[src/include/sfrc_pkg.sv]
// synthesizer carrier word, reference clock output and start-up sequencer constants
// assumes a single system clock that is the reference oscillator itself
// -----------------------------------------------------------------------------
// -----------------------------------------------------------------------------
package sfrc_pkg;
   // register addresses, 7-bit serial port address space
   localparam logic [6:0] ADDR_OP_MODE = 7'h01;
   localparam logic [6:0] ADDR_FREQ_HIGH = 7'h07;
   localparam logic [6:0] ADDR_FREQ_MID = 7'h08;
   localparam logic [6:0] ADDR_FREQ_LOW = 7'h09;
   localparam logic [6:0] ADDR_PIN_MAP_SECOND = 7'h26;
   localparam logic [6:0] ADDR_SEQ_STATUS = 7'h27;
   localparam logic [6:0] ADDR_EXT_REF_SEL = 7'h59;
   // reset values
   localparam logic [7:0] RST_OP_MODE = 8'h04;
   localparam logic [7:0] RST_FREQ_BYTE = 8'h00;
   localparam logic [7:0] RST_PIN_MAP_SECOND = 8'h00;
   localparam logic [7:0] RST_EXT_REF_SEL = 8'h00;
   // field positions
   localparam int OP_SEQ_OFF_BIT = 7;
   localparam int OP_MODE_LSB = 2;
   localparam int OP_MODE_W = 3;
   localparam int PM_DIV_SEL_LSB = 0;
   localparam int PM_DIV_SEL_W = 3;
   localparam int PM_PIN4_LOCK_BIT = 6;
   localparam int EXT_REF_BIT = 4;
   localparam int SIGMA_DELTA_BITS = 19;
   localparam int FREQ_WORD_W = 24;
   // operating mode codes
   localparam logic [2:0] MODE_SLEEP = 3'h0;
   localparam logic [2:0] MODE_STANDBY = 3'h1;
   localparam logic [2:0] MODE_SYNTH = 3'h2;
   localparam logic [2:0] MODE_TX = 3'h3;
   localparam logic [2:0] MODE_RX = 3'h4;
   // divider select codes at and above this one switch the clock output off
   localparam logic [2:0] DIV_SEL_OFF = 3'h6;
   localparam int DIV_CNT_W = 6;
   localparam int SPI_BYTE_W = 8;

   typedef enum logic [2:0] {
      SEQ_SLEEP,
      SEQ_OSC_WAIT,
      SEQ_STANDBY,
      SEQ_PLL_WAIT,
      SEQ_SYNTH,
      SEQ_TX,
      SEQ_RX
   } sfrc_seq_t;

   // one register write, a one-cycle strobe with its address and data
   typedef struct packed {
      logic en;
      logic [6:0] addr;
      logic [7:0] data;
   } sfrc_reg_wr_t;
endpackage

[src/hw/sfrc_spi_slave.sv]
// serial register port slave: chip select framed, mode 0, msb first
// assumes sck, mosi and nss come from pins and are slow against sys_clk_in
`timescale 1ns/1ps
module sfrc_spi_slave (
   input wire logic sys_clk_in,
   input wire logic reset_in,
   input wire logic spi_sck_in,
   input wire logic spi_mosi_in,
   input wire logic spi_nss_n_in,
   input wire logic [7:0] rd_data_in,
   output logic [6:0] rd_addr_out,
   output sfrc_pkg::sfrc_reg_wr_t wr_out,
   output logic spi_miso_out,
   output logic spi_miso_oe_out
);
   // -----------------------------------------------------------------------------
   // pin synchronisers
   // -----------------------------------------------------------------------------
   logic [1:0] sck_meta_reg, mosi_meta_reg, nss_meta_reg;
   logic sck_reg, mosi_reg, nss_n_reg, sck_prev_reg;
   logic [2:0] bit_cnt_reg;
   logic [7:0] shift_in_reg, shift_out_reg;
   logic addr_done_reg, is_write_reg, load_pend_reg;

   // first stage feeds only the second stage
   always_ff @(posedge sys_clk_in or posedge reset_in) begin
      if (reset_in) begin
         sck_meta_reg <= 2'h0;
         mosi_meta_reg <= 2'h0;
         nss_meta_reg <= 2'h3;
      end else begin
         sck_meta_reg <= {sck_meta_reg[0], spi_sck_in};
         mosi_meta_reg <= {mosi_meta_reg[0], spi_mosi_in};
         nss_meta_reg <= {nss_meta_reg[0], spi_nss_n_in};
      end
   end

   assign sck_reg = sck_meta_reg[1];
   assign mosi_reg = mosi_meta_reg[1];
   assign nss_n_reg = nss_meta_reg[1];

   logic sck_rise, sck_fall;
   assign sck_rise = sck_reg & ~sck_prev_reg & ~nss_n_reg;
   assign sck_fall = ~sck_reg & sck_prev_reg & ~nss_n_reg;

   // -----------------------------------------------------------------------------
   // framing: address byte, then data bytes with auto-increment
   // -----------------------------------------------------------------------------
   always_ff @(posedge sys_clk_in or posedge reset_in) begin
      if (reset_in) begin
         sck_prev_reg <= 1'b0;
         bit_cnt_reg <= 3'h0;
         shift_in_reg <= 8'h00;
         addr_done_reg <= 1'b0;
         is_write_reg <= 1'b0;
         rd_addr_out <= 7'h00;
         wr_out <= '0;
         load_pend_reg <= 1'b0;
      end else begin
         sck_prev_reg <= sck_reg;
         wr_out.en <= 1'b0;
         load_pend_reg <= 1'b0;
         if (nss_n_reg) begin
            bit_cnt_reg <= 3'h0;
            addr_done_reg <= 1'b0;
         end else if (sck_rise) begin
            shift_in_reg <= {shift_in_reg[6:0], mosi_reg};
            bit_cnt_reg <= bit_cnt_reg + 3'h1;
            if (bit_cnt_reg == 3'h7) begin
               if (!addr_done_reg) begin
                  addr_done_reg <= 1'b1;
                  is_write_reg <= shift_in_reg[6];
                  rd_addr_out <= {shift_in_reg[5:0], mosi_reg};
                  load_pend_reg <= ~shift_in_reg[6];
               end else begin
                  // a byte ends: write it on a write access, then step to the next address
                  wr_out.en <= is_write_reg;
                  wr_out.addr <= rd_addr_out;
                  wr_out.data <= {shift_in_reg[6:0], mosi_reg};
                  rd_addr_out <= rd_addr_out + 7'h01;
                  load_pend_reg <= ~is_write_reg;
               end
            end
         end
      end
   end

   // -----------------------------------------------------------------------------
   // read data out, changes on falling sck so it is stable at the rising edge
   // -----------------------------------------------------------------------------
   always_ff @(posedge sys_clk_in or posedge reset_in) begin
      if (reset_in) begin
         shift_out_reg <= 8'h00;
         spi_miso_out <= 1'b0;
         spi_miso_oe_out <= 1'b0;
      end else begin
         spi_miso_oe_out <= ~nss_n_reg; // drive only while selected
         if (load_pend_reg) begin
            shift_out_reg <= {rd_data_in[6:0], 1'b0};
            spi_miso_out <= rd_data_in[7];
         end else if (sck_fall && addr_done_reg && bit_cnt_reg != 3'h0) begin
            shift_out_reg <= {shift_out_reg[6:0], 1'b0};
            spi_miso_out <= shift_out_reg[7];
         end
      end
   end
endmodule // sfrc_spi_slave

[src/hw/sfrc_top.sv]
// carrier word registers, reference clock output and start-up sequencer
// assumes sys_clk_in is the reference oscillator; analog status arrives asynchronously
`timescale 1ns/1ps
module sfrc_top #(
   parameter int DIV_W = sfrc_pkg::DIV_CNT_W
) (
   input wire logic sys_clk_in,
   input wire logic reset_in,
   input wire logic spi_sck_in,
   input wire logic spi_mosi_in,
   input wire logic spi_nss_n_in,
   input wire logic osc_stable_in,
   input wire logic pll_lock_in,
   output logic spi_miso_out,
   output logic spi_miso_oe_out,
   output logic [23:0] synth_freq_word_out,
   output logic synth_freq_load_out,
   output logic osc_enable_out,
   output logic pll_enable_out,
   output logic tx_enable_out,
   output logic rx_enable_out,
   output logic coarse_cal_start_out,
   output logic fine_cal_start_out,
   output logic lock_indicate_out,
   output logic mapped_io_pin_four_out,
   output logic mapped_io_pin_five_out,
   output logic ext_ref_select_out
);
   // -----------------------------------------------------------------------------
   // elaboration checks
   // -----------------------------------------------------------------------------
   if (DIV_W < sfrc_pkg::DIV_CNT_W) begin : g_bad_div
      $error("DIV_W too small for the divider select range");
   end

   // -----------------------------------------------------------------------------
   // serial register port
   // -----------------------------------------------------------------------------
   sfrc_pkg::sfrc_reg_wr_t wr;
   logic [6:0] rd_addr;
   logic [7:0] rd_data;

   sfrc_spi_slave u_spi (
      .sys_clk_in(sys_clk_in),
      .reset_in(reset_in),
      .spi_sck_in(spi_sck_in),
      .spi_mosi_in(spi_mosi_in),
      .spi_nss_n_in(spi_nss_n_in),
      .rd_data_in(rd_data),
      .rd_addr_out(rd_addr),
      .wr_out(wr),
      .spi_miso_out(spi_miso_out),
      .spi_miso_oe_out(spi_miso_oe_out)
   );

   // -----------------------------------------------------------------------------
   // analog status synchronisers
   // -----------------------------------------------------------------------------
   logic [1:0] osc_sync_reg, lock_sync_reg;
   logic osc_ok, lock_ok;

   always_ff @(posedge sys_clk_in or posedge reset_in) begin
      if (reset_in) begin
         osc_sync_reg <= 2'h0;
         lock_sync_reg <= 2'h0;
      end else begin
         osc_sync_reg <= {osc_sync_reg[0], osc_stable_in};
         lock_sync_reg <= {lock_sync_reg[0], pll_lock_in};
      end
   end

   assign osc_ok = osc_sync_reg[1];
   assign lock_ok = lock_sync_reg[1];

   // -----------------------------------------------------------------------------
   // registers
   // -----------------------------------------------------------------------------
   logic [7:0] op_mode_reg, freq_high_reg, freq_mid_reg, freq_low_reg;
   logic [7:0] pin_map_reg, ext_ref_reg;
   logic [2:0] mode_sel;
   logic [2:0] div_sel;
   logic seq_manual;

   assign mode_sel = op_mode_reg[sfrc_pkg::OP_MODE_LSB +: sfrc_pkg::OP_MODE_W];
   assign seq_manual = op_mode_reg[sfrc_pkg::OP_SEQ_OFF_BIT];
   assign div_sel = pin_map_reg[sfrc_pkg::PM_DIV_SEL_LSB +: sfrc_pkg::PM_DIV_SEL_W];

   // host writes land here one cycle after the byte completes on the port
   always_ff @(posedge sys_clk_in or posedge reset_in) begin
      if (reset_in) begin
         op_mode_reg <= sfrc_pkg::RST_OP_MODE;
         freq_high_reg <= sfrc_pkg::RST_FREQ_BYTE;
         freq_mid_reg <= sfrc_pkg::RST_FREQ_BYTE;
         freq_low_reg <= sfrc_pkg::RST_FREQ_BYTE;
         pin_map_reg <= sfrc_pkg::RST_PIN_MAP_SECOND;
         ext_ref_reg <= sfrc_pkg::RST_EXT_REF_SEL;
      end else if (wr.en) begin
         if (wr.addr == sfrc_pkg::ADDR_OP_MODE) begin
            op_mode_reg <= wr.data;
         end else if (wr.addr == sfrc_pkg::ADDR_FREQ_HIGH) begin
            freq_high_reg <= wr.data;
         end else if (wr.addr == sfrc_pkg::ADDR_FREQ_MID) begin
            freq_mid_reg <= wr.data;
         end else if (wr.addr == sfrc_pkg::ADDR_FREQ_LOW) begin
            freq_low_reg <= wr.data;
         end else if (wr.addr == sfrc_pkg::ADDR_PIN_MAP_SECOND) begin
            pin_map_reg <= wr.data;
         end else if (wr.addr == sfrc_pkg::ADDR_EXT_REF_SEL) begin
            ext_ref_reg <= wr.data;
         end
      end
   end

   // read mux, settled long before the port shifts the byte out
   always_comb begin
      rd_data = 8'h00;
      if (rd_addr == sfrc_pkg::ADDR_OP_MODE) begin
         rd_data = op_mode_reg;
      end else if (rd_addr == sfrc_pkg::ADDR_FREQ_HIGH) begin
         rd_data = freq_high_reg;
      end else if (rd_addr == sfrc_pkg::ADDR_FREQ_MID) begin
         rd_data = freq_mid_reg;
      end else if (rd_addr == sfrc_pkg::ADDR_FREQ_LOW) begin
         rd_data = freq_low_reg;
      end else if (rd_addr == sfrc_pkg::ADDR_PIN_MAP_SECOND) begin
         rd_data = pin_map_reg;
      end else if (rd_addr == sfrc_pkg::ADDR_SEQ_STATUS) begin
         rd_data = {6'h00, lock_ok, osc_ok};
      end else if (rd_addr == sfrc_pkg::ADDR_EXT_REF_SEL) begin
         rd_data = ext_ref_reg;
      end
   end

   // -----------------------------------------------------------------------------
   // carrier word
   // -----------------------------------------------------------------------------
   // the word moves as one on the low byte, so the synthesizer never sees
   // a half-updated frequency between the three byte writes
   always_ff @(posedge sys_clk_in or posedge reset_in) begin
      if (reset_in) begin
         synth_freq_word_out <= {3{sfrc_pkg::RST_FREQ_BYTE}};
         synth_freq_load_out <= 1'b0;
      end else begin
         synth_freq_load_out <= 1'b0;
         if (wr.en && wr.addr == sfrc_pkg::ADDR_FREQ_LOW) begin
            synth_freq_word_out <= {freq_high_reg, freq_mid_reg, wr.data};
            synth_freq_load_out <= 1'b1;
         end
      end
   end

   // -----------------------------------------------------------------------------
   // start-up sequencer
   // -----------------------------------------------------------------------------
   // target state for a mode code; unused codes park in standby
   function automatic sfrc_pkg::sfrc_seq_t mode_state(input logic [2:0] mode);
      case (mode)
         sfrc_pkg::MODE_SLEEP: mode_state = sfrc_pkg::SEQ_SLEEP;
         sfrc_pkg::MODE_SYNTH: mode_state = sfrc_pkg::SEQ_SYNTH;
         sfrc_pkg::MODE_TX: mode_state = sfrc_pkg::SEQ_TX;
         sfrc_pkg::MODE_RX: mode_state = sfrc_pkg::SEQ_RX;
         default: mode_state = sfrc_pkg::SEQ_STANDBY;
      endcase
   endfunction

   // states in which the pll must run
   function automatic logic needs_pll(input sfrc_pkg::sfrc_seq_t st);
      needs_pll = (st == sfrc_pkg::SEQ_PLL_WAIT) || (st == sfrc_pkg::SEQ_SYNTH) ||
         (st == sfrc_pkg::SEQ_TX) || (st == sfrc_pkg::SEQ_RX);
   endfunction

   sfrc_pkg::sfrc_seq_t seq_reg, seq_next, mode_target;
   assign mode_target = mode_state(mode_sel);

   // waits on the ready signals rather than a worst-case delay
   always_comb begin
      seq_next = seq_reg;
      if (seq_manual) begin
         // manual: the host steps the modes and watches the status bits
         seq_next = mode_target;
      end else begin
         case (seq_reg)
            sfrc_pkg::SEQ_SLEEP: begin
               if (mode_target != sfrc_pkg::SEQ_SLEEP) begin
                  seq_next = sfrc_pkg::SEQ_OSC_WAIT;
               end
            end
            sfrc_pkg::SEQ_OSC_WAIT: begin
               if (mode_target == sfrc_pkg::SEQ_SLEEP) begin
                  seq_next = sfrc_pkg::SEQ_SLEEP;
               end else if (osc_ok) begin
                  seq_next = needs_pll(mode_target) ? sfrc_pkg::SEQ_PLL_WAIT : mode_target;
               end
            end
            sfrc_pkg::SEQ_PLL_WAIT: begin
               if (!needs_pll(mode_target) || lock_ok) begin
                  seq_next = mode_target;
               end
            end
            default: begin
               // a lock drop while running does not leave the mode
               if (mode_target != seq_reg) begin
                  seq_next = needs_pll(mode_target) ? sfrc_pkg::SEQ_PLL_WAIT : mode_target;
               end
            end
         endcase
      end
   end

   // enables are registered from the next state so they leave on flops
   always_ff @(posedge sys_clk_in or posedge reset_in) begin
      if (reset_in) begin
         seq_reg <= sfrc_pkg::SEQ_SLEEP;
         osc_enable_out <= 1'b0;
         pll_enable_out <= 1'b0;
         tx_enable_out <= 1'b0;
         rx_enable_out <= 1'b0;
      end else begin
         seq_reg <= seq_next;
         osc_enable_out <= (seq_next != sfrc_pkg::SEQ_SLEEP);
         pll_enable_out <= needs_pll(seq_next);
         tx_enable_out <= (seq_next == sfrc_pkg::SEQ_TX);
         rx_enable_out <= (seq_next == sfrc_pkg::SEQ_RX);
      end
   end

   // -----------------------------------------------------------------------------
   // calibration triggers
   // -----------------------------------------------------------------------------
   logic coarse_done_reg;

   // coarse once after reset, fine on every pll start
   always_ff @(posedge sys_clk_in or posedge reset_in) begin
      if (reset_in) begin
         coarse_done_reg <= 1'b0;
         coarse_cal_start_out <= 1'b0;
         fine_cal_start_out <= 1'b0;
      end else begin
         coarse_done_reg <= 1'b1;
         coarse_cal_start_out <= ~coarse_done_reg;
         fine_cal_start_out <= needs_pll(seq_next) & ~pll_enable_out;
      end
   end

   // -----------------------------------------------------------------------------
   // lock indication
   // -----------------------------------------------------------------------------
   // passed on unfiltered: wide deviation may drop it, consumers must cope
   always_ff @(posedge sys_clk_in or posedge reset_in) begin
      if (reset_in) begin
         lock_indicate_out <= 1'b0;
         mapped_io_pin_four_out <= 1'b0;
      end else begin
         lock_indicate_out <= lock_ok & pll_enable_out;
         mapped_io_pin_four_out <= lock_ok & pll_enable_out &
            pin_map_reg[sfrc_pkg::PM_PIN4_LOCK_BIT];
      end
   end

   // -----------------------------------------------------------------------------
   // reference clock output
   // -----------------------------------------------------------------------------
   logic [DIV_W-1:0] div_cnt_reg, div_term;
   logic clk_run, div_tick;

   // terminal count 2**sel - 1, built bit by bit to avoid a wide shift
   function automatic logic [DIV_W-1:0] div_terminal(input logic [2:0] sel);
      for (int i = 0; i < DIV_W; i++) begin
         div_terminal[i] = (i < int'(sel));
      end
   endfunction

   assign div_term = div_terminal(div_sel);
   // on from reset, held low in sleep and until the oscillator is stable
   assign clk_run = osc_ok & osc_enable_out & (div_sel < sfrc_pkg::DIV_SEL_OFF);
   assign div_tick = clk_run & (div_cnt_reg == div_term);

   // a flop can only halve the reference, so select zero gives half rate
   always_ff @(posedge sys_clk_in or posedge reset_in) begin
      if (reset_in) begin
         div_cnt_reg <= '0;
         mapped_io_pin_five_out <= 1'b0;
      end else begin
         if (!clk_run || div_tick) begin
            div_cnt_reg <= '0;
         end else begin
            div_cnt_reg <= div_cnt_reg + {{(DIV_W-1){1'b0}}, 1'b1};
         end
         if (!clk_run) begin
            mapped_io_pin_five_out <= 1'b0;
         end else if (div_tick) begin
            mapped_io_pin_five_out <= ~mapped_io_pin_five_out;
         end
      end
   end

   // external reference select is a plain register bit toward the analog side
   always_ff @(posedge sys_clk_in or posedge reset_in) begin
      if (reset_in) begin
         ext_ref_select_out <= 1'b0;
      end else begin
         ext_ref_select_out <= ext_ref_reg[sfrc_pkg::EXT_REF_BIT];
      end
   end
endmodule // sfrc_top

[config.mk]
export PLATFORM = sky130hd
export DESIGN_NAME = sfrc_top
export DESIGN_NICKNAME = d
export VERILOG_FILES = /design/src/include/sfrc_pkg.sv /design/src/hw/sfrc_spi_slave.sv /design/src/hw/sfrc_top.sv
export SDC_FILE = /design/constraint.sdc
export NUM_CORES = 1
export LEC_CHECK = 0
export ABC_CLOCK_PERIOD_IN_PS = 5750
export BUFFER_PORTS_ARGS = -buffer_cell sky130_fd_sc_hd__buf_2
export CORE_ASPECT_RATIO = 2
export CORE_UTILIZATION = 25
export DETAILED_ROUTE_END_ITERATION = 12
export PLACE_DENSITY = 0.43
export SLEW_MARGIN = 40
export SYNTH_ARGS = -nofsm -noshare
export SYNTH_HDL_FRONTEND = slang
export SYNTH_SLANG_ARGS = --single-unit
[constraint.sdc]
create_clock -name sys_clk_in -period 5.75 [get_ports sys_clk_in]
set_input_delay 1.15 -clock sys_clk_in [delete_from_list [all_inputs] [get_ports sys_clk_in]]
set_output_delay 1.15 -clock sys_clk_in [all_outputs]
set_load 0.02 [all_outputs]
==> results.json, run 1 <==
{
  "layout_commonest_cell": "dfrtp_1",
  "endpoint": "u_spi.shift_out_reg[5]",
  "path_buf_inv": 1,
  "syn_inst": 538,
  "required_ns": 6.08,
  "cpPeakStageDelay_ns": 0.62,
  "htreeDepth": 4,
  "wirelength_um": 17330,
  "grt_start_max_net_pins": 106,
  "min_period_ns": 2.461,
  "clkSinkCount": 149,
  "worst_slew_margin_rel": 0.4851,
  "clock_tree.root_cell": "clkbuf_16",
  "cp.depth": 7,
  "start_util": 0.2556,
  "critPathKind": "flop to flop",
  "top_regs": "synth_freq_word_out (24), u_spi.wr_out (16)",
  "core_um2": 25860,
  "grt_setup_unrepaired": "no",
  "drtIter0Drc": 253,
  "wl_per_cell_um": 18.63,
  "finalHoldWorstSlack_ns": 0.3463,
  "grt_pass1_wl_um": 27080,
  "power_mw": 2.221,
  "synth-seq-cells": 149,
  "clock_path_buffers": 2,
  "ys_seq_area_frac": 0.5647,
  "dp_cells": 897,
  "whs_path_depth": 0,
  "largest_reg_flops": 24,
  "largest-register": "synth_freq_word_out",
  "finalHoldViolations": 0,
  "final_cell_mix": "dfrtp_1, mux2_2, buf_2",
  "n_antenna_cell": 0,
  "drv_slew": 0,
  "fin_crit_sh": 0.4280,
  "vias_per_cell": 4.766,
  "power.density_nw_per_um2": 286.8,
  "finish.net_count": 592,
  "num_io_pins": 44,
  "outcome": "finished clean",
  "crit_chain": "inv_1, ha_1, or4bb_2, nor2_2, a222oi_1, o211a_1, a311oi_1",
  "startpoint": "u_spi.rd_addr_out[1]",
  "fin_worst_skew_ns": 0.008801,
  "regToRegSetupSlack_ns": 3.29,
  "cap_viol_max_count": 0,
  "grt_usage": 0.1393,
  "hpwlAfterDp_um": 12480,
  "clk_pin_slew_ns": 0.06,
  "dr_wl_met3_um": 567,
  "syn_nets": 553,
  "leakage_nw": 3.674,
  "wl_met2_um": 10050,
  "top_layer_used": "met4",
  "fmax_mhz": 406.4,
  "routabilityCongestion": 0.7344,
  "syn_to_final_growth_pct": 17.17,
  "wl_met1_um": 5805,
  "dominantRegCellSynth": "dfrtp_1",
  "route.detailed.drc": 0,
  "cts_setup_buffers": 0,
  "rows": 83,
  "netlist_area_um2": 6609,
  "r2r_start": "u_spi.rd_addr_out[1]",
  "fin_util": 0.2995,
  "avgSynthCellArea_um2": 12.28,
  "clk_latency_ns": 0.44,
  "die_h_um": 231.9,
  "yosysUniqueCellTypes": 62,
  "numPortBuffers": 43,
  "yosysWarnings": 0,
  "hold_buffers": 0,
  "worstSetupStartpointType": "flop",
  "cts_buffers": 17,
  "die_x_um": 117.0,
  "die_area_um2": 27130,
  "hold_path_class": "flop to flop",
  "ir_worst_vdd_uv": 200.8,
  "postRouteAntennaNets": 0,
  "fin_tns_setup_ns": 0,
  "worstPathMaxFanout": 8,
  "crit_path_end_kind": "flop",
  "crit_arrival_ns": 2.79,
  "reg2reg_depth": 7,
  "worst_slew_pin_slew_ns": 0.7681,
  "grt_pass1_vias": 4680,
  "vias": 4432,
  "final_cells": 930,
  "reg2reg_to": "u_spi.shift_out_reg[5]",
  "antenna_found_initial": 0,
  "cts_tree": "yes",
  "cp_slowest_cell": "or4bb_2",
  "grt.overflow.total": 0,
  "cts_resized": 0,
  "dr.pass1.iters": 4,
  "async_flop_share": 1.000,
  "drive_above_1_share": 0.3203,
  "cp_top_family": "simple AND/OR/NAND/NOR gates",
  "finalSetupViolCount": 0,
  "synth_edf_count": 0
}
## worst register-to-register path, delay by kind of cell, from the launching register on
family | cells | cell delay [ns]
buffers and inverters | 1 | 0.12
adder cells (fa/ha/maj) | 1 | 0.18
AO/OA/AOI/OAI | 3 | 0.70
AND/OR/NAND/NOR | 2 | 0.94
flip-flops | 1 | 0.43
## metrics by stage
step,setup slack (ns),area (um^2)
2_1_floorplan,0.5969,6609
3_3_place_gp,3.165,7154
3_5_place_dp,3.254,7157
4_1_cts,3.236,7716
5_1_grt,3.095,7744
6_report,3.289,7744
## cell usage after synthesis (6+ instances only)
| cell type | n | share of area |
|---|---|---|
| a21oi_1 | 13 | 0.0098 |
| a221oi_1 | 9 | 0.012 |
| a222oi_1 | 6 | 0.0091 |
| clkbuf_1 | 19 | 0.011 |
| dfrtp_1 | 146 | 0.55 |
| ha_1 | 8 | 0.015 |
| inv_1 | 18 | 0.010 |
| mux2_2 | 97 | 0.17 |
| nand2_1 | 32 | 0.018 |
| nand3_1 | 9 | 0.0068 |
| nor2_1 | 38 | 0.022 |
| nor2b_1 | 9 | 0.0085 |
| nor3_1 | 8 | 0.0061 |
| o211a_1 | 6 | 0.0091 |
| o21ai_0 | 20 | 0.015 |
| o21bai_1 | 6 | 0.0068 |
## final cells by class
class / count / area (um^2)
tap: 340 / 425.4
inverter: 18 / 75.07
clock buffer: 18 / 429.2
multi-input combinational: 345 / 2694
timing repair buffer: 46 / 257.7
clock inverter: 14 / 130.1
fill: 2659 / 18110
sequential: 149 / 3732
## where the power goes
| part | switching [mW] | internal (mW) |
|---|---|---|
| registers | 0.0298 | 1.07 |
| logic | 0.0325 | 0.0256 |
| clock network | 0.460 | 0.598 |
## kinds of logic after synthesis
logic type,after synthesis,share of synthesized area
AO/OA/AOI/OAI,99,0.1079
flip-flops,149,0.5647
buffers and inverters,44,0.02764
other,1,0.0005674
adder cells (fa/ha/maj),8,0.01515
XOR/XNOR,7,0.009277
multiplexers,102,0.1729
AND/OR/NAND/NOR,128,0.1019
## per-layer routing
metal	GRT usage	vias to the layer above
li1	-	2022
met1	0.1311	2272
met2	0.2624	101
met3	0.03237	37
met4	0.08544	0
met5	0	-
## how the worst min path moves through the flow
stage                     slack, ns                endpoint                   start
after floorplan                0.33        lock_sync_reg[1]        lock_sync_reg[0]
after global routing           0.36   u_spi.sck_meta_reg[1]   u_spi.sck_meta_reg[0]
final                          0.35  u_spi.mosi_meta_reg[1]  u_spi.mosi_meta_reg[0]
after CTS                      0.35  u_spi.mosi_meta_reg[1]  u_spi.mosi_meta_reg[0]
after detailed placement       0.34  u_spi.mosi_meta_reg[1]  u_spi.mosi_meta_reg[0]
after global placement         0.33  u_spi.mosi_meta_reg[1]  u_spi.mosi_meta_reg[0]
(Power assumes the default switching activity.)
==> run 2, diff against run 1 <==
--- a/config.mk
+++ b/config.mk
@@ -5,7 +5,8 @@
 export SDC_FILE = /design/constraint.sdc
 export NUM_CORES = 1
 export LEC_CHECK = 0
-export ABC_CLOCK_PERIOD_IN_PS = 5750
+export ABC_AREA = 1
+export ABC_CLOCK_PERIOD_IN_PS = 2400
 export BUFFER_PORTS_ARGS = -buffer_cell sky130_fd_sc_hd__buf_2
 export CORE_ASPECT_RATIO = 2
 export CORE_UTILIZATION = 25
==> constraint.sdc (replaced) <==
create_clock -name sys_clk_in -period 2.4 [get_ports sys_clk_in]
set_input_delay 0.48 -clock sys_clk_in [delete_from_list [all_inputs] [get_ports sys_clk_in]]
set_output_delay 0.48 -clock sys_clk_in [all_outputs]
set_load 0.02 [all_outputs]
==> run 2 against run 1 <==
Die area decreased by 1.6%. Sequential power is 140% higher. Via count is 12% higher. Flip-flop and latch count unchanged. Global-route usage rose by 1.2 points. Register-to-register slack lost 2.8 ns. Synthesized cell count rose by 37%. First-iteration DRC count fell by 8.3%. Power is 140% higher. Worst hold slack got worse by 0.31 ns. Clock power increased by 150%. Utilization is 0.34 points higher. Critical path type unchanged. Largest cell class unchanged.
==> results.json, run 2 <==
{
  "ys_seq_area_frac": 0.5741,
  "fin_worst_skew_ns": 0.006967,
  "muxShareOfSynthArea": 0,
  "grt_setup_unrepaired": "no",
  "cts_buffers": 17,
  "grt_start_max_net_pins": 58,
  "die_area_um2": 26690,
  "dp_cells": 1114,
  "power_mw": 5.348,
  "combPwrFrac": 0.024,
  "syn_nets": 751,
  "final_cell_mix": "nand2_1, dfrtp_1, o21ai_0",
  "drive_above_1_share": 0.1600,
  "rows": 83,
  "final_cells": 1146,
  "synth_fa_ha_area_frac": 0.01540,
  "antenna_found_initial": 0,
  "min_period_ns": 1.903,
  "crit_arrival_ns": 2.27,
  "cts_setup_buffers": 0,
  "syn_to_final_growth_pct": 19.48,
  "clock_tree.root_cell": "clkbuf_16",
  "grt.overflow.total": 0,
  "required_ns": 2.77,
  "finalHoldViolations": 0,
  "vias": 4958,
  "power_frac_clock": 0.491,
  "cts_tree": "yes",
  "internal-power_mw": 4.081,
  "vias_per_cell": 4.326,
  "routabilityCongestion": 0.8286,
  "yosys.area_share.simple": 0.2429,
  "fin_crit_sh": 0.7930,
  "largest-register": "synth_freq_word_out",
  "core_um2": 25650,
  "netlist_area_um2": 6501,
  "numPortBuffers": 43,
  "grt_pass1_wl_um": 28970,
  "route.detailed.drc": 0,
  "hold_path_class": "input port to asynchronous set/reset pin",
  "power.density_nw_per_um2": 688.5,
  "htreeDepth": 4,
  "dp_slack_ns": 0.5289,
  "synth_xor_area_frac": 0.01078,
  "synth.top_cells.by_count": "nand2_1, dfrtp_1, o21ai_0",
  "clk_latency_ns": 0.43,
  "swShare": 0.2369,
  "synth-seq-cells": 149,
  "layout_commonest_cell": "nand2_1",
  "dominantRegCellSynth": "dfrtp_1",
  "hold_buffers": 0,
  "worst_slew_pin_slew_ns": 0.6147,
  "fmax_mhz": 525.4,
  "synth_compound_area_frac": 0.09834,
  "avgSynthCellArea_um2": 8.833,
  "clk_pin_slew_ns": 0.07,
  "setup_ws_ns": 0.4968,
  "power_frac_seq": 0.486,
  "worstSetupStartpointType": "flop",
  "die_h_um": 230.1,
  "start_util": 0.2535,
  "drv_slew": 0,
  "yosysWarnings": 0,
  "cap_viol_max_count": 0,
  "netlist.area_leader.share": 0.5620,
  "wirelength_um": 18570,
  "largest_reg_flops": 24,
  "hpwlAfterDp_um": 14090,
  "postRouteAntennaNets": 0,
  "grt_pass1_vias": 5160,
  "yosys-top-cells-area": "dfrtp_1, nand2_1, o21ai_0, inv_1, nand3_1",
  "worstPathMaxFanout": 8,
  "n_antenna_cell": 0,
  "synth_top_family_by_area": "simple AND/OR/NAND/NOR gates",
  "grt_usage": 0.1510,
  "wl_per_cell_um": 16.21,
  "outcome": "finished clean",
  "finish.net_count": 808,
  "startpoint": "u_spi.rd_addr_out[1]",
  "r2r_start": "u_spi.rd_addr_out[1]",
  "critPathKind": "flop to flop",
  "yosysUniqueCellTypes": 38,
  "drtIter0Drc": 232,
  "worst_slew_margin_rel": 0.5891,
  "syn_inst": 736,
  "fin_util": 0.3028,
  "top_regs": "synth_freq_word_out (24), u_spi.wr_out (16)",
  "num_io_pins": 44,
  "ir_worst_vdd_uv": 330.1,
  "synth_edf_count": 0,
  "clock_path_buffers": 2,
  "cts_resized": 0,
  "yosysMostFrequentCell": "nand2_1",
  "dr.pass1.iters": 4,
  "crit_path_end_kind": "flop",
  "clkSinkCount": 149,
  "async_flop_share": 1.000,
  "die_x_um": 116.0,
  "fin_tns_setup_ns": 0,
  "synth_largest_area_cell": "dfrtp_1",
  "netSwitchingPower_mw": 1.267,
  "leakage_nw": 3.719,
  "finalSetupViolCount": 0
}
[run 2: kinds of logic after synthesis]
kind of cell / after synthesis
AO/OA/AOI/OAI: 118
flip-flops: 149
adder cells (fa/ha/maj): 8
buffers and inverters: 98
AND/OR/NAND/NOR: 354
other: 1
XOR/XNOR: 8
[run 2: worst max-delay path: stages (launching register included)]
cell      delay, ns
dfrtp_1        0.42
inv_1          0.11
ha_1           0.17
nand3_1        0.10
nor2_1         0.46
nand2_1        0.12
o211ai_1       0.13
nand2_1        0.08
nand3_1        0.12
nand2_1        0.07
nand2_1        0.06
[run 2: per-stage QoR]
| stage | cell area [um^2] | hold WS, ns |
|---|---|---|
| 6_report | 7767 | 0.03630 |
| 5_1_grt | 7767 | 0.05676 |
| 4_1_cts | 7767 | 0.02838 |
| 3_5_place_dp | 7192 | 0.3386 |
| 3_3_place_gp | 7192 | 0.3315 |
| 2_1_floorplan | 6505 | 0.3312 |
[run 2: power groups by stage]
stage | Sequential (mW) | Combinational [mW] | Clock, mW
floorplan | 2.62 | 0.0688 | 0
global placement | 2.64 | 0.134 | 0
detailed placement | 2.64 | 0.134 | 0
CTS | 2.60 | 0.135 | 2.71
global route | 2.60 | 0.145 | 2.79
finish | 2.60 | 0.127 | 2.62
[run 2: layout make-up]
cell class	instances	area, um^2
multi-input combinational	489	2392
timing repair buffer	56	337.8
sequential	149	3732
tap	340	425.4
inverter	80	304.0
fill	2743	17880
clock buffer	20	456.7
clock inverter	12	118.9
[run 2: per-layer routing]
metal | global-route usage | vias to the layer above | wire length, um
li1 | - | 2487 | -
met1 | 0.1496 | 2378 | 6736
met2 | 0.2861 | 67 | 10800
met3 | 0.02899 | 26 | 390
met4 | 0.07933 | 0 | 647
met5 | 0 | - | 0
[run 2: path summary, 6_finish.rpt]
| check | endpoint | slack, ns | cells after the start |
|---|---|---|---|
| worst min register to register | lock_sync_reg[1] | 0.35 | 0 |
| max in group asynchronous | u_spi.wr_out[3] | 1.56 | 4 |
| worst max register to register | u_spi.shift_out_reg[1] | 0.50 | 10 |
| worst min-delay path | synth_freq_word_out[0] | 0.04 | 2 |
| min in group sys_clk_in | u_spi.nss_meta_reg[0] | 0.14 | 1 |
| worst max-delay path | u_spi.shift_out_reg[1] | 0.50 | 10 |
==> run 3, diff against run 2 <==
--- a/config.mk
+++ b/config.mk
@@ -5,13 +5,13 @@
 export SDC_FILE = /design/constraint.sdc
 export NUM_CORES = 1
 export LEC_CHECK = 0
-export ABC_AREA = 1
-export ABC_CLOCK_PERIOD_IN_PS = 2400
+export ABC_AREA = 0
+export ABC_CLOCK_PERIOD_IN_PS = 1700
 export BUFFER_PORTS_ARGS = -buffer_cell sky130_fd_sc_hd__buf_2
 export CORE_ASPECT_RATIO = 2
 export CORE_UTILIZATION = 25
 export DETAILED_ROUTE_END_ITERATION = 12
-export PLACE_DENSITY = 0.43
+export PLACE_DENSITY = 0.44
 export SLEW_MARGIN = 40
 export SYNTH_ARGS = -nofsm -noshare
 export SYNTH_HDL_FRONTEND = slang
==> constraint.sdc (replaced) <==
create_clock -name sys_clk_in -period 1.7 [get_ports sys_clk_in]
set_input_delay 0.34 -clock sys_clk_in [delete_from_list [all_inputs] [get_ports sys_clk_in]]
set_output_delay 0.34 -clock sys_clk_in [all_outputs]
set_load 0.02 [all_outputs]
==> run 3 against run 2 <==
The run now ends with negative setup slack left. Critical path depth down 2. Cell area is 14% higher. Die area up 1.6%. Cell count fell by 11%. Combinational power up 86%. Register-to-register slack worse by 0.85 ns. Routed wire length up 4.5%. Clock power increased by 64%. Critical path type unchanged. Largest cell class unchanged. Largest power group unchanged. Highest routed layer unchanged.
==> results.json, run 3 (synthesis gave the netlist of run 1 again) <==
{
  "outcome": "finished, violations left",
  "failed_checks": "negative setup slack",
  "grt_setup_unrepaired": "yes",
  "die_x_um": 117.0,
  "top_regs": "synth_freq_word_out (24), u_spi.wr_out (16)",
  "clock_tree.root_cell": "clkbuf_16",
  "rows": 83,
  "crit_arrival_ns": 2.39,
  "fin_util": 0.3421,
  "combPwrFrac": 0.029,
  "dpl-instance-area_um2": 7838,
  "regToRegSetupSlack_ns": -0.35,
  "required_ns": 2.03,
  "syn_to_final_growth_pct": 33.87,
  "worstSetupStartpointType": "flop",
  "internal-power_mw": 6.526,
  "power_frac_seq": 0.453,
  "cp_top_family": "simple AND/OR/NAND/NOR gates",
  "min_period_ns": 2.053,
  "clock_path_buffers": 2,
  "layout_commonest_cell": "dfrtp_1",
  "swShare": 0.2101,
  "core_um2": 25860,
  "fin_tns_setup_ns": -3.582,
  "numPortBuffers": 43,
  "routabilityCongestion": 0.8446,
  "start_util": 0.2556,
  "worst_slew_pin_slew_ns": 0.5006,
  "drtIter0Drc": 152,
  "cp_slowest_cell": "or4b_4",
  "wirelength_um": 19410,
  "ir_worst_vdd_uv": 580.2,
  "power_mw": 8.262,
  "crit_path_end_kind": "flop",
  "power.density_nw_per_um2": 933.8,
  "hold_start": "spi_mosi_in",
  "n_antenna_cell": 0,
  "reg2reg_to": "u_spi.shift_out_reg[5]",
  "finalSetupViolCount": 17,
  "power_frac_clock": 0.519,
  "wl_per_cell_um": 19.07,
  "hpwlAfterDp_um": 14020,
  "reg2reg_depth": 8,
  "dr.pass1.iters": 5,
  "path_buf_inv": 2,
  "fmax_mhz": 487.0,
  "antenna_found_initial": 0,
  "worstPathMaxFanout": 3,
  "cap_viol_max_count": 0,
  "die_area_um2": 27130,
  "r2r_start": "u_spi.rd_addr_out[1]",
  "finish.net_count": 680,
  "fin_worst_skew_ns": 0.01155,
  "crit_chain": "inv_2, ha_4, or4b_4, nor3b_4, buf_4, a222oi_1, o211a_1, a311oi_2",
  "cpPeakStageDelay_ns": 0.51,
  "worstHoldEndpoint": "u_spi.mosi_meta_reg[0]",
  "route.detailed.drc": 0,
  "drive_above_1_share": 0.4425,
  "clkSinkCount": 149,
  "vias": 4774,
  "netSwitchingPower_mw": 1.736,
  "leakage_nw": 4.255,
  "grt_start_max_net_pins": 43,
  "stdcell_area_um2": 8847,
  "clk_latency_ns": 0.43,
  "largest-register": "synth_freq_word_out",
  "grt_pass1_vias": 5186,
  "critPathKind": "flop to flop",
  "drv_slew": 0,
  "fin_crit_sh": 1.208,
  "finalHoldViolations": 0,
  "setup_ws_ns": -0.3535,
  "grt_usage": 0.1513,
  "vias_per_cell": 4.690,
  "cts_tree": "yes",
  "htreeDepth": 4,
  "final_cell_mix": "dfrtp_1, mux2_2, buf_4",
  "postRouteAntennaNets": 0,
  "worst_slew_margin_rel": 0.6663,
  "startpoint": "u_spi.rd_addr_out[1]",
  "num_io_pins": 44,
  "whs_path_depth": 1,
  "cts_buffers": 17,
  "die_h_um": 231.9,
  "grt.overflow.total": 0,
  "hold_path_class": "input port to flop",
  "grt_pass1_wl_um": 29210,
  "largest_reg_flops": 24,
  "clk_pin_slew_ns": 0.06
}
==> run 3: changes by cell type in the layout (fill, tap and decap cells not counted), moves of 12 or more <==
cell | previous run | this run
nand3_1 | 33 | 8
o21ai_0 | 80 | 15
mux2_2 | 0 | 97
nand2_1 | 236 | 32
inv_1 | 70 | 16
buf_4 | 11 | 71
nand4_1 | 14 | 2
==> run 3: worst max path at each step <==
stage,endpoint,cells past startpoint
after floorplan,coarse_cal_start_out,1
after global placement,u_spi.shift_out_reg[5],7
after detailed placement,u_spi.shift_out_reg[5],7
after CTS,u_spi.shift_out_reg[4],8
after global routing,u_spi.spi_miso_out,8
final,u_spi.shift_out_reg[5],8
==> run 3: metal layers <==
metal / vias up / global-route usage / wire [um]
li1: 2198 / - / -
met1: 2445 / 0.1352 / 6265
met2: 89 / 0.2855 / 11650
met3: 42 / 0.02976 / 429
met4: 0 / 0.1175 / 1066
met5: - / 0 / 0
==> run 3: power by group through the flow <==
| stage | sequential [mW] | combinational, mW | clock [mW] |
|---|---|---|---|
| 5_1_grt | 3.75 | 0.267 | 4.57 |
| 4_1_cts | 3.74 | 0.242 | 4.39 |
| 2_1_floorplan | 3.76 | 0.146 | 0 |
| 3_5_place_dp | 3.81 | 0.233 | 0 |
| 6_report | 3.74 | 0.236 | 4.29 |
| 3_3_place_gp | 3.81 | 0.223 | 0 |
==> run 3: area by class of cell <==
| cell class | count | area (um^2) |
|---|---|---|
| fillers | 2533 | 17010 |
| flip-flops and latches | 149 | 3735 |
| multi-input cells | 345 | 2877 |
| repair buffers | 134 | 1065 |
| clock buffers | 22 | 484.2 |
| well taps | 340 | 425.4 |
| clock inverters | 10 | 190.2 |
| inverters | 18 | 71.32 |
==> run 3: repair_timing <==
item	in CTS	in global routing
hold buffers	5	0
gates cloned	0	3
endpoints found under the hold margin	11	0
endpoints found under the setup margin	21	62
buffers inserted	6	5
pin swaps	5	7
gates resized for setup	12	29
==> run 3: worst register-to-register path: cells and delay by family (launching register included) <==
kind / cells / cell delay, ns
AOI/OAI and AO/OA: 3 / 0.53
and+or+nand+nor: 2 / 0.72
adders and majority gates: 1 / 0.12
buffers and inverters: 2 / 0.22
DFF: 1 / 0.39
==> run 3: metrics by stage <==
stage / hold slack [ns] / setup WS (ns) / std cells
global placement: 0.3383 / -0.3868 / 968
CTS: 0.02001 / -0.3570 / 1011
finish: 0.03767 / -0.3535 / 1018
detailed placement: 0.3355 / -0.4503 / 968
global route: 0.01594 / -0.4679 / 1018
floorplan: 0.3312 / -0.5125 / 538
